--- src/core/sipe_consts.svh ---
// constants of the safe input pair evaluator: timing, offsets, fields, reset values
`ifndef SIPE_CONSTS_SVH
`define SIPE_CONSTS_SVH

// ----------------------------------------------------------------
// timing
// ----------------------------------------------------------------
`define SIPE_CLK_HZ 50000000
`define SIPE_F_MIN_HZ 2
`define SIPE_F_MAX_HZ 500
`define SIPE_PULSE_US 350
`define SIPE_VEL_PER_HZ 10
`define SIPE_DIV_STEPS 5'h1f

// ----------------------------------------------------------------
// register map: group in paddr[7:5], word offset in paddr[4:0]
// ----------------------------------------------------------------
`define SIPE_GRP_CTRL 3'h0
`define SIPE_GRP_LIMIT 3'h1
`define SIPE_GRP_VEL 3'h2
`define SIPE_GRP_MAXVEL 3'h3
`define SIPE_OFF_MODE 5'h00
`define SIPE_OFF_TEST_EN 5'h04
`define SIPE_OFF_STATUS 5'h08
`define SIPE_OFF_INT_CLR 5'h0c
`define SIPE_OFF_INT_EN 5'h10
`define SIPE_OFF_DIAG 5'h14

// ----------------------------------------------------------------
// field positions and reset values
// ----------------------------------------------------------------
`define SIPE_ST_OVF_LSB 0
`define SIPE_ST_MAT_LSB 8
`define SIPE_ACK_BIT 0
`define SIPE_MODE_RST 16'h0000
`define SIPE_TEST_EN_RST 8'hff
`define SIPE_LIMIT_RST 16'h1388
`define SIPE_INT_EN_RST 12'h000

`endif

--- src/core/sipe_pkg.sv ---
// types shared by the safe input pair evaluator
package sipe_pkg;

  // operating mode of one input pair
  typedef enum logic [2:0] {
    MODE_SINGLE,
    MODE_OSSD_ASYNC,
    MODE_OSSD_ANY,
    MODE_MAT,
    MODE_VEL_X,
    MODE_VEL_Y,
    MODE_VEL_XY
  } sipe_mode_t;

  // divider sequencing
  typedef enum logic [1:0] {
    DIV_IDLE,
    DIV_RUN,
    DIV_DONE
  } sipe_div_state_t;

  // field side: input levels and state of the test pulse outputs (1 = no pulse)
  typedef struct packed {
    logic [7:0] level;
    logic [7:0] pulse;
  } sipe_field_t;

endpackage

--- src/core/sipe_evaluator.sv ---
// safe input pair evaluator: pair modes, speed monitor, apb registers
//
// Function
// - single mode: each channel reported on its own
// - pulsed modes tolerate low pulses to 350 us
// - any-repetition mode accepts coincident pulses
// - mat cross-circuit forces both channels to zero
// - speed channel high only below its limit
// - mixed mode: individual channel passes its input
// - below 2 Hz measured frequency reads zero
// - above 500 Hz raises a diagnostic
// - diagnostic latched until acknowledge rising edge
// - dual speed: each channel its own limit
// - frequency held per channel in 0.1 Hz
// - acknowledge is bit zero of safe output data
// - per-channel maximum frequency since communication start
`timescale 1ns/1ps
`include "sipe_consts.svh"
module sipe_evaluator #(
  parameter int unsigned CLK_HZ = `SIPE_CLK_HZ,
  parameter int unsigned PULSE_CYC = `SIPE_PULSE_US * (`SIPE_CLK_HZ / 1000000),
  parameter int unsigned MIN_PERIOD_CYC = `SIPE_CLK_HZ / `SIPE_F_MAX_HZ,
  parameter int unsigned MAX_PERIOD_CYC = `SIPE_CLK_HZ / `SIPE_F_MIN_HZ,
  parameter int ADDR_W = 8
) (
  input wire logic pclk,
  input wire logic presetn,
  input wire logic psel,
  input wire logic penable,
  input wire logic pwrite,
  input wire logic [ADDR_W-1:0] paddr,
  input wire logic [31:0] pwdata,
  output logic [31:0] prdata,
  output logic pready,
  output logic pslverr,
  input wire sipe_pkg::sipe_field_t field,
  input wire logic [7:0] safe_out_data,
  input wire logic comm_start,
  output logic [7:0] safe_in_data,
  output logic [7:0] over_freq_diag,
  output logic irq
);
  import sipe_pkg::*;

  localparam int PW = $clog2(MAX_PERIOD_CYC + 2);
  localparam int FW = $clog2(PULSE_CYC + 1);
  localparam logic [PW-1:0] P_MAX = PW'(MAX_PERIOD_CYC);
  localparam logic [PW-1:0] P_MIN = PW'(MIN_PERIOD_CYC);
  localparam logic [FW-1:0] PULSE_LIM = FW'(PULSE_CYC);
  localparam logic [31:0] NUM = 32'(CLK_HZ * `SIPE_VEL_PER_HZ);

  // ----------------------------------------------------------------
  // functions
  // ----------------------------------------------------------------
  function automatic sipe_mode_t pair_mode(input logic [15:0] r, input int p);
    pair_mode = sipe_mode_t'(r[4*p +: 3]);
  endfunction

  // true when channel c of its pair runs the speed monitor
  function automatic logic is_vel(input sipe_mode_t m, input logic odd);
    is_vel = (m == MODE_VEL_XY) || (m == MODE_VEL_X && !odd) || (m == MODE_VEL_Y && odd);
  endfunction

  function automatic logic [2:0] first_set(input logic [7:0] v);
    first_set = 3'h0;
    for (int k = 7; k >= 0; k--) begin
      if (v[k]) begin
        first_set = 3'(k);
      end
    end
  endfunction

  // ----------------------------------------------------------------
  // state
  // ----------------------------------------------------------------
  logic [15:0] mode_reg;
  logic [7:0] test_en;
  logic [11:0] int_en;
  logic [11:0] status;
  logic [15:0] limit [8];
  logic [15:0] vel [8];
  logic [7:0] diag;
  logic [7:0] lvl_prev;
  logic [7:0] armed;
  logic [PW-1:0] period_cnt [8];
  logic [PW-1:0] period_cap [8];
  logic [7:0] meas_req;
  logic [FW-1:0] low_cnt [8];
  logic [3:0] mat_short;
  logic ack_prev;
  logic [7:0] max_valid;
  sipe_div_state_t div_state;
  logic [2:0] div_ch;
  logic [4:0] div_step;
  logic [31:0] quo;
  logic [32:0] rem;
  logic [PW-1:0] dvs;

  logic [7:0] rise;
  logic [7:0] set_req;
  logic [7:0] ovf_evt;
  logic [7:0] vel_chan;
  logic [3:0] mat_evt;
  logic ack_rise;
  logic [2:0] pick;
  logic take;
  logic [7:0] take_mask;
  logic [15:0] q16;
  logic [15:0] max_rd_a;
  logic [15:0] max_rd_b;
  logic mem_we;
  logic [2:0] mem_waddr;
  logic [15:0] mem_wdata;
  logic acc;
  logic wr;
  logic [11:0] int_clr;
  logic [7:0] next_safe_in;
  logic [31:0] next_rdata;
  logic next_err;

  // ----------------------------------------------------------------
  // combinational event terms
  // ----------------------------------------------------------------
  assign rise = field.level & ~lvl_prev;
  assign ack_rise = safe_out_data[`SIPE_ACK_BIT] & ~ack_prev;
  assign pick = first_set(meas_req);
  assign take = (div_state == DIV_IDLE) && (|meas_req);
  assign take_mask = take ? (8'h01 << pick) : 8'h00;
  assign q16 = (|quo[31:16]) ? 16'hffff : quo[15:0];

  // per-channel mode decode, measurement requests and over-frequency
  always_comb begin
    for (int i = 0; i < 8; i++) begin
      vel_chan[i] = is_vel(pair_mode(mode_reg, i / 2), i[0]);
      set_req[i] = armed[i] && (rise[i] || period_cnt[i] == P_MAX);
      // period shorter than the 500 Hz period
      ovf_evt[i] = vel_chan[i] && armed[i] && rise[i] && (period_cnt[i] + 1'b1 < P_MIN);
    end
  end

  // ----------------------------------------------------------------
  // period measurement per channel
  // ----------------------------------------------------------------
  // a channel that sits still for the 2 Hz period is disarmed and reads 0
  always_ff @(posedge pclk or negedge presetn) begin
    if (!presetn) begin
      lvl_prev <= 8'h00;
      armed <= 8'h00;
      for (int i = 0; i < 8; i++) begin
        period_cnt[i] <= '0;
        period_cap[i] <= '0;
      end
    end else begin
      lvl_prev <= field.level;
      for (int i = 0; i < 8; i++) begin
        if (rise[i]) begin
          period_cnt[i] <= '0;
          armed[i] <= 1'b1;
          period_cap[i] <= period_cnt[i] + 1'b1;
        end else if (period_cnt[i] == P_MAX) begin
          armed[i] <= 1'b0;
          period_cap[i] <= '0;
        end else begin
          period_cnt[i] <= period_cnt[i] + 1'b1;
        end
      end
    end
  end

  // pending divides; a new capture wins over the take
  always_ff @(posedge pclk or negedge presetn) begin
    if (!presetn) begin
      meas_req <= 8'h00;
    end else begin
      meas_req <= (meas_req & ~take_mask) | set_req;
    end
  end

  // ----------------------------------------------------------------
  // shared serial divider: velocity = clk * 10 / period, 0.1 Hz units
  // ----------------------------------------------------------------
  // one divider for all channels: 34 cycles per result, far below 2 ms
  always_ff @(posedge pclk or negedge presetn) begin
    if (!presetn) begin
      div_state <= DIV_IDLE;
      div_ch <= 3'h0;
      div_step <= 5'h00;
      quo <= 32'h0;
      rem <= 33'h0;
      dvs <= '0;
      for (int i = 0; i < 8; i++) begin
        vel[i] <= 16'h0000;
      end
    end else begin
      case (div_state)
        DIV_IDLE: begin
          if (take) begin
            div_ch <= pick;
            if (period_cap[pick] == '0) begin
              vel[pick] <= 16'h0000;
            end else begin
              quo <= NUM;
              rem <= 33'h0;
              dvs <= period_cap[pick];
              div_step <= 5'h00;
              div_state <= DIV_RUN;
            end
          end
        end
        DIV_RUN: begin
          if ({rem[31:0], quo[31]} >= 33'(dvs)) begin
            rem <= {rem[31:0], quo[31]} - 33'(dvs);
            quo <= {quo[30:0], 1'b1};
          end else begin
            rem <= {rem[31:0], quo[31]};
            quo <= {quo[30:0], 1'b0};
          end
          div_step <= div_step + 5'h01;
          if (div_step == `SIPE_DIV_STEPS) begin
            div_state <= DIV_DONE;
          end
        end
        DIV_DONE: begin
          vel[div_ch] <= q16;
          div_state <= DIV_IDLE;
        end
        default: begin
          div_state <= DIV_IDLE;
        end
      endcase
    end
  end

  // ----------------------------------------------------------------
  // maximum frequency since communication start
  // ----------------------------------------------------------------
  always_comb begin
    mem_we = 1'b0;
    mem_waddr = div_ch;
    mem_wdata = q16;
    if (div_state == DIV_DONE) begin
      mem_we = !max_valid[div_ch] || (q16 > max_rd_b);
    end else if (take && period_cap[pick] == '0 && !max_valid[pick]) begin
      mem_we = 1'b1;
      mem_waddr = pick;
      mem_wdata = 16'h0000;
    end
  end

  // restart of communication forgets every stored maximum
  always_ff @(posedge pclk or negedge presetn) begin
    if (!presetn) begin
      max_valid <= 8'h00;
    end else if (comm_start) begin
      max_valid <= 8'h00;
    end else if (mem_we) begin
      max_valid[mem_waddr] <= 1'b1;
    end
  end

  sipe_vel_mem #(.W(16), .D(8), .AW(3)) u_max_mem (
    .clk(pclk),
    .we(mem_we),
    .waddr(mem_waddr),
    .wdata(mem_wdata),
    .raddr_a(paddr[4:2]),
    .rdata_a(max_rd_a),
    .raddr_b(div_ch),
    .rdata_b(max_rd_b)
  );

  // ----------------------------------------------------------------
  // diagnostic latch and acknowledge edge
  // ----------------------------------------------------------------
  // a new over-frequency in the acknowledge cycle stays latched
  always_ff @(posedge pclk or negedge presetn) begin
    if (!presetn) begin
      ack_prev <= 1'b0;
      diag <= 8'h00;
    end else begin
      ack_prev <= safe_out_data[`SIPE_ACK_BIT];
      diag <= (diag & ~{8{ack_rise}}) | ovf_evt;
    end
  end

  // ----------------------------------------------------------------
  // pulse filter and safety mat cross-circuit
  // ----------------------------------------------------------------
  // counts consecutive low cycles, saturating at the tolerated width
  always_ff @(posedge pclk or negedge presetn) begin
    if (!presetn) begin
      for (int i = 0; i < 8; i++) begin
        low_cnt[i] <= '0;
      end
    end else begin
      for (int i = 0; i < 8; i++) begin
        if (field.level[i]) begin
          low_cnt[i] <= '0;
        end else if (low_cnt[i] != PULSE_LIM) begin
          low_cnt[i] <= low_cnt[i] + 1'b1;
        end
      end
    end
  end

  // input follows the partner's pulse while its own output is high
  always_comb begin
    for (int p = 0; p < 4; p++) begin
      mat_evt[p] = (pair_mode(mode_reg, p) == MODE_MAT) && (&test_en[2*p +: 2]) &&
        ((!field.pulse[2*p] && field.pulse[2*p+1] && !field.level[2*p+1]) ||
         (!field.pulse[2*p+1] && field.pulse[2*p] && !field.level[2*p]));
    end
  end

  // short latched until both inputs are high with no pulse running
  always_ff @(posedge pclk or negedge presetn) begin
    if (!presetn) begin
      mat_short <= 4'h0;
    end else begin
      for (int p = 0; p < 4; p++) begin
        if (mat_evt[p]) begin
          mat_short[p] <= 1'b1;
        end else if ((&field.level[2*p +: 2]) && (&field.pulse[2*p +: 2])) begin
          mat_short[p] <= 1'b0;
        end
      end
    end
  end

  // ----------------------------------------------------------------
  // safe input data per channel
  // ----------------------------------------------------------------
  always_comb begin
    for (int i = 0; i < 8; i++) begin
      case (pair_mode(mode_reg, i / 2))
        MODE_SINGLE: next_safe_in[i] = field.level[i];
        MODE_OSSD_ASYNC: begin
          // coincident lows are not pulses here, so they drop at once
          next_safe_in[i] = field.level[i] || (field.level[i ^ 1] &&
            low_cnt[i] < PULSE_LIM);
        end
        MODE_OSSD_ANY: next_safe_in[i] = field.level[i] || low_cnt[i] < PULSE_LIM;
        MODE_MAT: begin
          next_safe_in[i] = (field.level[i] || !field.pulse[i]) && !mat_short[i / 2];
        end
        MODE_VEL_X, MODE_VEL_Y, MODE_VEL_XY: begin
          if (vel_chan[i]) begin
            next_safe_in[i] = (vel[i] < limit[i]) && !diag[i];
          end else begin
            next_safe_in[i] = field.level[i];
          end
        end
        default: next_safe_in[i] = 1'b0;
      endcase
    end
  end

  always_ff @(posedge pclk or negedge presetn) begin
    if (!presetn) begin
      safe_in_data <= 8'h00;
      over_freq_diag <= 8'h00;
    end else begin
      safe_in_data <= next_safe_in;
      over_freq_diag <= diag;
    end
  end

  // ----------------------------------------------------------------
  // interrupt status, enable and clear
  // ----------------------------------------------------------------
  always_ff @(posedge pclk or negedge presetn) begin
    if (!presetn) begin
      status <= 12'h000;
      irq <= 1'b0;
    end else begin
      status <= (status & ~int_clr) | {mat_evt, ovf_evt};
      irq <= |(status & int_en);
    end
  end

  // ----------------------------------------------------------------
  // apb slave: one wait state on every access
  // ----------------------------------------------------------------
  assign acc = psel && penable && !pready;
  assign wr = psel && penable && pready && pwrite && !pslverr;
  assign int_clr = (wr && paddr[7:5] == `SIPE_GRP_CTRL && paddr[4:0] == `SIPE_OFF_INT_CLR) ?
    pwdata[11:0] : 12'h000;

  always_comb begin
    next_rdata = 32'h0;
    next_err = 1'b0;
    case (paddr[7:5])
      `SIPE_GRP_CTRL: begin
        case (paddr[4:0])
          `SIPE_OFF_MODE: next_rdata = {16'h0, mode_reg};
          `SIPE_OFF_TEST_EN: next_rdata = {24'h0, test_en};
          `SIPE_OFF_STATUS: next_rdata = {20'h0, status};
          `SIPE_OFF_INT_CLR: next_rdata = 32'h0;
          `SIPE_OFF_INT_EN: next_rdata = {20'h0, int_en};
          `SIPE_OFF_DIAG: next_rdata = {16'h0, safe_in_data, diag};
          default: next_err = 1'b1;
        endcase
      end
      `SIPE_GRP_LIMIT: next_rdata = {16'h0, limit[paddr[4:2]]};
      `SIPE_GRP_VEL: next_rdata = {16'h0, vel[paddr[4:2]]};
      `SIPE_GRP_MAXVEL: next_rdata = max_valid[paddr[4:2]] ? {16'h0, max_rd_a} : 32'h0;
      default: next_err = 1'b1;
    endcase
    if (paddr[1:0] != 2'b00) begin
      next_err = 1'b1;
    end
    if (pwrite && paddr[7:6] != 2'b00) begin
      next_err = 1'b1;
    end
    if (next_err) begin
      next_rdata = 32'h0;
    end
  end

  always_ff @(posedge pclk or negedge presetn) begin
    if (!presetn) begin
      pready <= 1'b0;
      pslverr <= 1'b0;
      prdata <= 32'h0;
    end else begin
      pready <= acc;
      pslverr <= acc && next_err;
      if (acc) begin
        prdata <= next_rdata;
      end
    end
  end

  // writable registers, taken at the edge that samples pready high
  always_ff @(posedge pclk or negedge presetn) begin
    if (!presetn) begin
      mode_reg <= `SIPE_MODE_RST;
      test_en <= `SIPE_TEST_EN_RST;
      int_en <= `SIPE_INT_EN_RST;
      for (int i = 0; i < 8; i++) begin
        limit[i] <= `SIPE_LIMIT_RST;
      end
    end else if (wr) begin
      if (paddr[7:5] == `SIPE_GRP_LIMIT) begin
        limit[paddr[4:2]] <= pwdata[15:0];
      end else begin
        case (paddr[4:0])
          `SIPE_OFF_MODE: mode_reg <= pwdata[15:0];
          `SIPE_OFF_TEST_EN: test_en <= pwdata[7:0];
          `SIPE_OFF_INT_EN: int_en <= pwdata[11:0];
          default: ;
        endcase
      end
    end
  end
endmodule

--- src/core/sipe_vel_mem.sv ---
// small word memory with one write port and two registered read ports
`timescale 1ns/1ps
module sipe_vel_mem #(
  parameter int W = 16,
  parameter int D = 8,
  parameter int AW = 3
) (
  input wire logic clk,
  input wire logic we,
  input wire logic [AW-1:0] waddr,
  input wire logic [W-1:0] wdata,
  input wire logic [AW-1:0] raddr_a,
  output logic [W-1:0] rdata_a,
  input wire logic [AW-1:0] raddr_b,
  output logic [W-1:0] rdata_b
);
  logic [W-1:0] mem [D];

  // write port; no reset, validity is tracked by the user
  always_ff @(posedge clk) begin
    if (we) begin
      mem[waddr] <= wdata;
    end
  end

  // registered reads, one cycle after the address
  always_ff @(posedge clk) begin
    rdata_a <= mem[raddr_a];
    rdata_b <= mem[raddr_b];
  end
endmodule

--- config.mk ---
export PLATFORM = sky130hd
export DESIGN_NAME = sipe_evaluator
export DESIGN_NICKNAME = d
export VERILOG_FILES = /design/src/core/sipe_pkg.sv /design/src/core/sipe_evaluator.sv /design/src/core/sipe_vel_mem.sv
export VERILOG_INCLUDE_DIRS = /design/src /design/src/core
export SDC_FILE = /design/constraint.sdc
export NUM_CORES = 2
export LEC_CHECK = 0
export ABC_CLOCK_PERIOD_IN_PS = 6710
export BUFFER_PORTS_ARGS = -buffer_cell sky130_fd_sc_hd__buf_2
export CAP_MARGIN = 5
export CORE_UTILIZATION = 63
export CTS_CLUSTER_SIZE = 8
export DETAILED_ROUTE_END_ITERATION = 16
export PLACE_DENSITY_LB_ADDON = 0.3
export SYNTH_ARGS = -nofsm -noshare
export SYNTH_HDL_FRONTEND = slang
export SYNTH_SLANG_ARGS = --single-unit
--- constraint.sdc ---
create_clock -name pclk -period 6.71 [get_ports pclk]
set_clock_uncertainty 0.2 [all_clocks]
set_input_delay 1.0065 -clock pclk [delete_from_list [all_inputs] [get_ports pclk]]
set_output_delay 1.0065 -clock pclk [all_outputs]
set_load 0.05 [all_outputs]
==> impl_metrics.ini <==
[run_status]
outcome = finished, final reports clean

[worst_setup_path]
r2r_slack_ps = 1150
cp_max_fo = 18
cp-start-kind = flop
crit_path_end_kind = flop
worstSetupPathType = reg -> reg
required_ps = 7160
crit_arrival_ps = 6010

[synthesis]
synth-edff-count = 128
synthDistinctLibCells = 95
synthCells = 5620
async_flop_share = 0.862
yosys_warnings = 0
ys_seq_area_frac = 0.506
synth_top_flop_cell = dfrtp_1
synth_area_per_cell_um2 = 10.4
ys_seq_elements = 1163
syn_area_um2 = 58600

[route]
ant_nets = 0
route.met2.wl_um = 74100
vias = 46502
wl_met3_um = 20400
via_per_inst = 6.66
wl_met1_um = 68900
drc_errors = 0
drt_iter0_drc = 5906
top_layer_used = met5
post_drt_wl_per_cell_um = 24.6
drt-pass1-iter-count = 9
wl_um = 172000

[floorplanning]
rows = 111
die_area_um2 = 94300
ioPinCount = 121
die_w_um = 307
initial_utilization = 0.638
core_area_um2 = 91900
die_y_um = 307

[timing]
slew_headroom = 0.131
finalSetupViolCount = 0
finalHoldViolations = 0
setup_slack_ps = 1150
finalCritPeriodShare = 0.828
tns_ps = 0
tightest_slew_ps = 1300
whs_ps = 71.7
fin_crit_ps = 5560
max_freq_mhz = 180
grt_setup_unrepaired = false
maxSlewViolCount = 0

[pwr]
p_per_area_nw_per_um2 = 309
p_leak_nw = 28.4
ir_worst_vdd_mv = 0.299

[final_layout]
fillCellCount = 6541
syn_to_final_growth_pct = 10.6
design_area_um2 = 64800
top_regs = period_cap x200, period_cnt x200
nNetsFinal = 5917
drive_above_1_share = 0.123

[hold_path]
hold_class = in -> async

[global_route]
grt_pass1_wl_um = 265000
grt_pass1_vias = 45011
grt_max_degree = 165
antenna_found_initial = 4
overflow = 0
grtUsageTotal = 0.368

[clock_tree]
cts_hold_buffers = 0
post_cts_resized = 0
ctsHtreeMaxLevel = 4
clk_pin_slew_ps = 50
cts-root-buf = clkbuf_16
numCtsBuffers = 163
post_cts_buffers = 0
clock_path_buffers = 3
worstSkewPairLatency_ps = 780
cts.sinks = 1163
cts_tree = done

[flow_run]
drv_cap = 0

[place]
gp_congestion = 1.02
preCtsSetupSlack_ps = 1330
hpwl_um = 118000
io_buffers = 81
detailed_place.area_um2 = 60200
## synth_stat cells, drive strengths merged, types with 40 or more instances
library cell,count,share of area
nand3,174,0.015
buf,87,0.0094
dfstp,48,0.022
ha,195,0.042
a22oi,93,0.012
mux2,114,0.022
nor3,80,0.0068
mux2i,79,0.013
nand4,107,0.011
a22o,119,0.018
mux4,98,0.038
o21ai,267,0.023
o2bb2ai,76,0.011
nand2,607,0.039
dfrtp,955,0.41
nor2,514,0.033
and3,83,0.0089
clkbuf,239,0.015
nand2b,40,0.0043
edfxtp,128,0.066
o22ai,204,0.022
a21o,75,0.0096
xnor2,106,0.016
inv,276,0.018
a21oi,158,0.014
xor2,214,0.032
## cells in the final DEF, fill, tap and decap left out, types with 22 or more instances in the layout
master,count
a21o_1,75
a21oi_1,151
a221oi_1,38
a22o_1,119
a22oi_1,93
a31oi_1,22
and3_1,83
buf_2,78
buf_4,89
clkbuf_1,70
clkbuf_16,165
dfrtp_1,955
dfstp_2,48
dfxtp_1,32
edfxtp_1,128
ha_1,195
inv_1,275
mux2_2,114
mux2i_1,79
mux4_2,98
nand2_1,607
nand2b_1,35
nand3_1,173
nand4_1,107
nor2_1,508
nor2b_1,33
nor3_1,72
nor4_1,28
o21ai_0,261
o22ai_1,204
o2bb2ai_1,76
or3_1,24
xnor2_1,106
xor2_1,214
## routing by layer
| layer | track usage | vias to the layer above |
|---|---|---|
| met5 | 0 | - |
| met4 | 0.173 | 4 |
| met3 | 0.101 | 492 |
| met2 | 0.535 | 2745 |
| met1 | 0.513 | 22979 |
| li1 | - | 20282 |
## stage by stage
stage          power (mW)  utilization  instances
2_1_floorplan        11.2            -       5635
3_3_place_gp         12.3        0.655       6729
3_5_place_dp         12.5        0.655       6729
4_1_cts              20.0        0.705       6978
5_1_grt              20.8        0.705       6979
6_report             20.0        0.705       6982
## worst paths after layout
path / cells after the start / endpoint / from
setup reg to reg: 11 / vel[40] / meas_req[3]
hold reg to reg: 2 / prdata[15] / prdata[15]
setup / recovery: 11 / vel[40] / meas_req[3]
hold / removal: 1 / low_cnt[79] / presetn
max in group asynchronous: 3 / low_cnt[70] / presetn
min in group pclk: 1 / ack_prev / safe_out_data[0]
## power breakdown
part / internal (mW) / leakage (nW) / total [mW] / switching [mW]
clock network: 4.49 / 2.21 / 7.57 / 3.08
registers: 7.80 / 14.5 / 8.43 / 0.631
logic: 1.66 / 11.7 / 4.05 / 2.38
## worst max-delay path, stage by stage (launching register included)
cell and delay, ps:
dfrtp_1 590, inv_2 180, a221oi_4 840, buf_12 270, mux2i_1 440, o21ai_0 180
a222oi_1 570, nand4_1 190, nor2_1 370, and3_1 710, o21ai_2 530, a22o_1 350
## kinds of logic after synthesis
kind of cell	Yosys count	share of synthesized area
AOI/OAI and AO/OA	1237	0.146
xor gates and xnor gates	320	0.0478
adders and majority gates	196	0.0420
buffers and inverters	606	0.0426
DFF	1163	0.506
muxes	291	0.0730
other	1	0.0000640
and+or+nand+nor	1806	0.143
## area by class of cell
cell class                      instances  area, µm²  area share
Inverter                              280       1050      0.0162
Clock inverter                         14        224     0.00345
Tap cell                             1243       1560      0.0240
Multi-Input combinational cell       3866      26700       0.412
Clock buffer                          235       4390      0.0677
Timing Repair Buffer                  177       1240      0.0192
Sequential cell                      1163      29600       0.457
Antenna cell                            4       10.0    0.000154
Power figures use the tool's default switching activity.
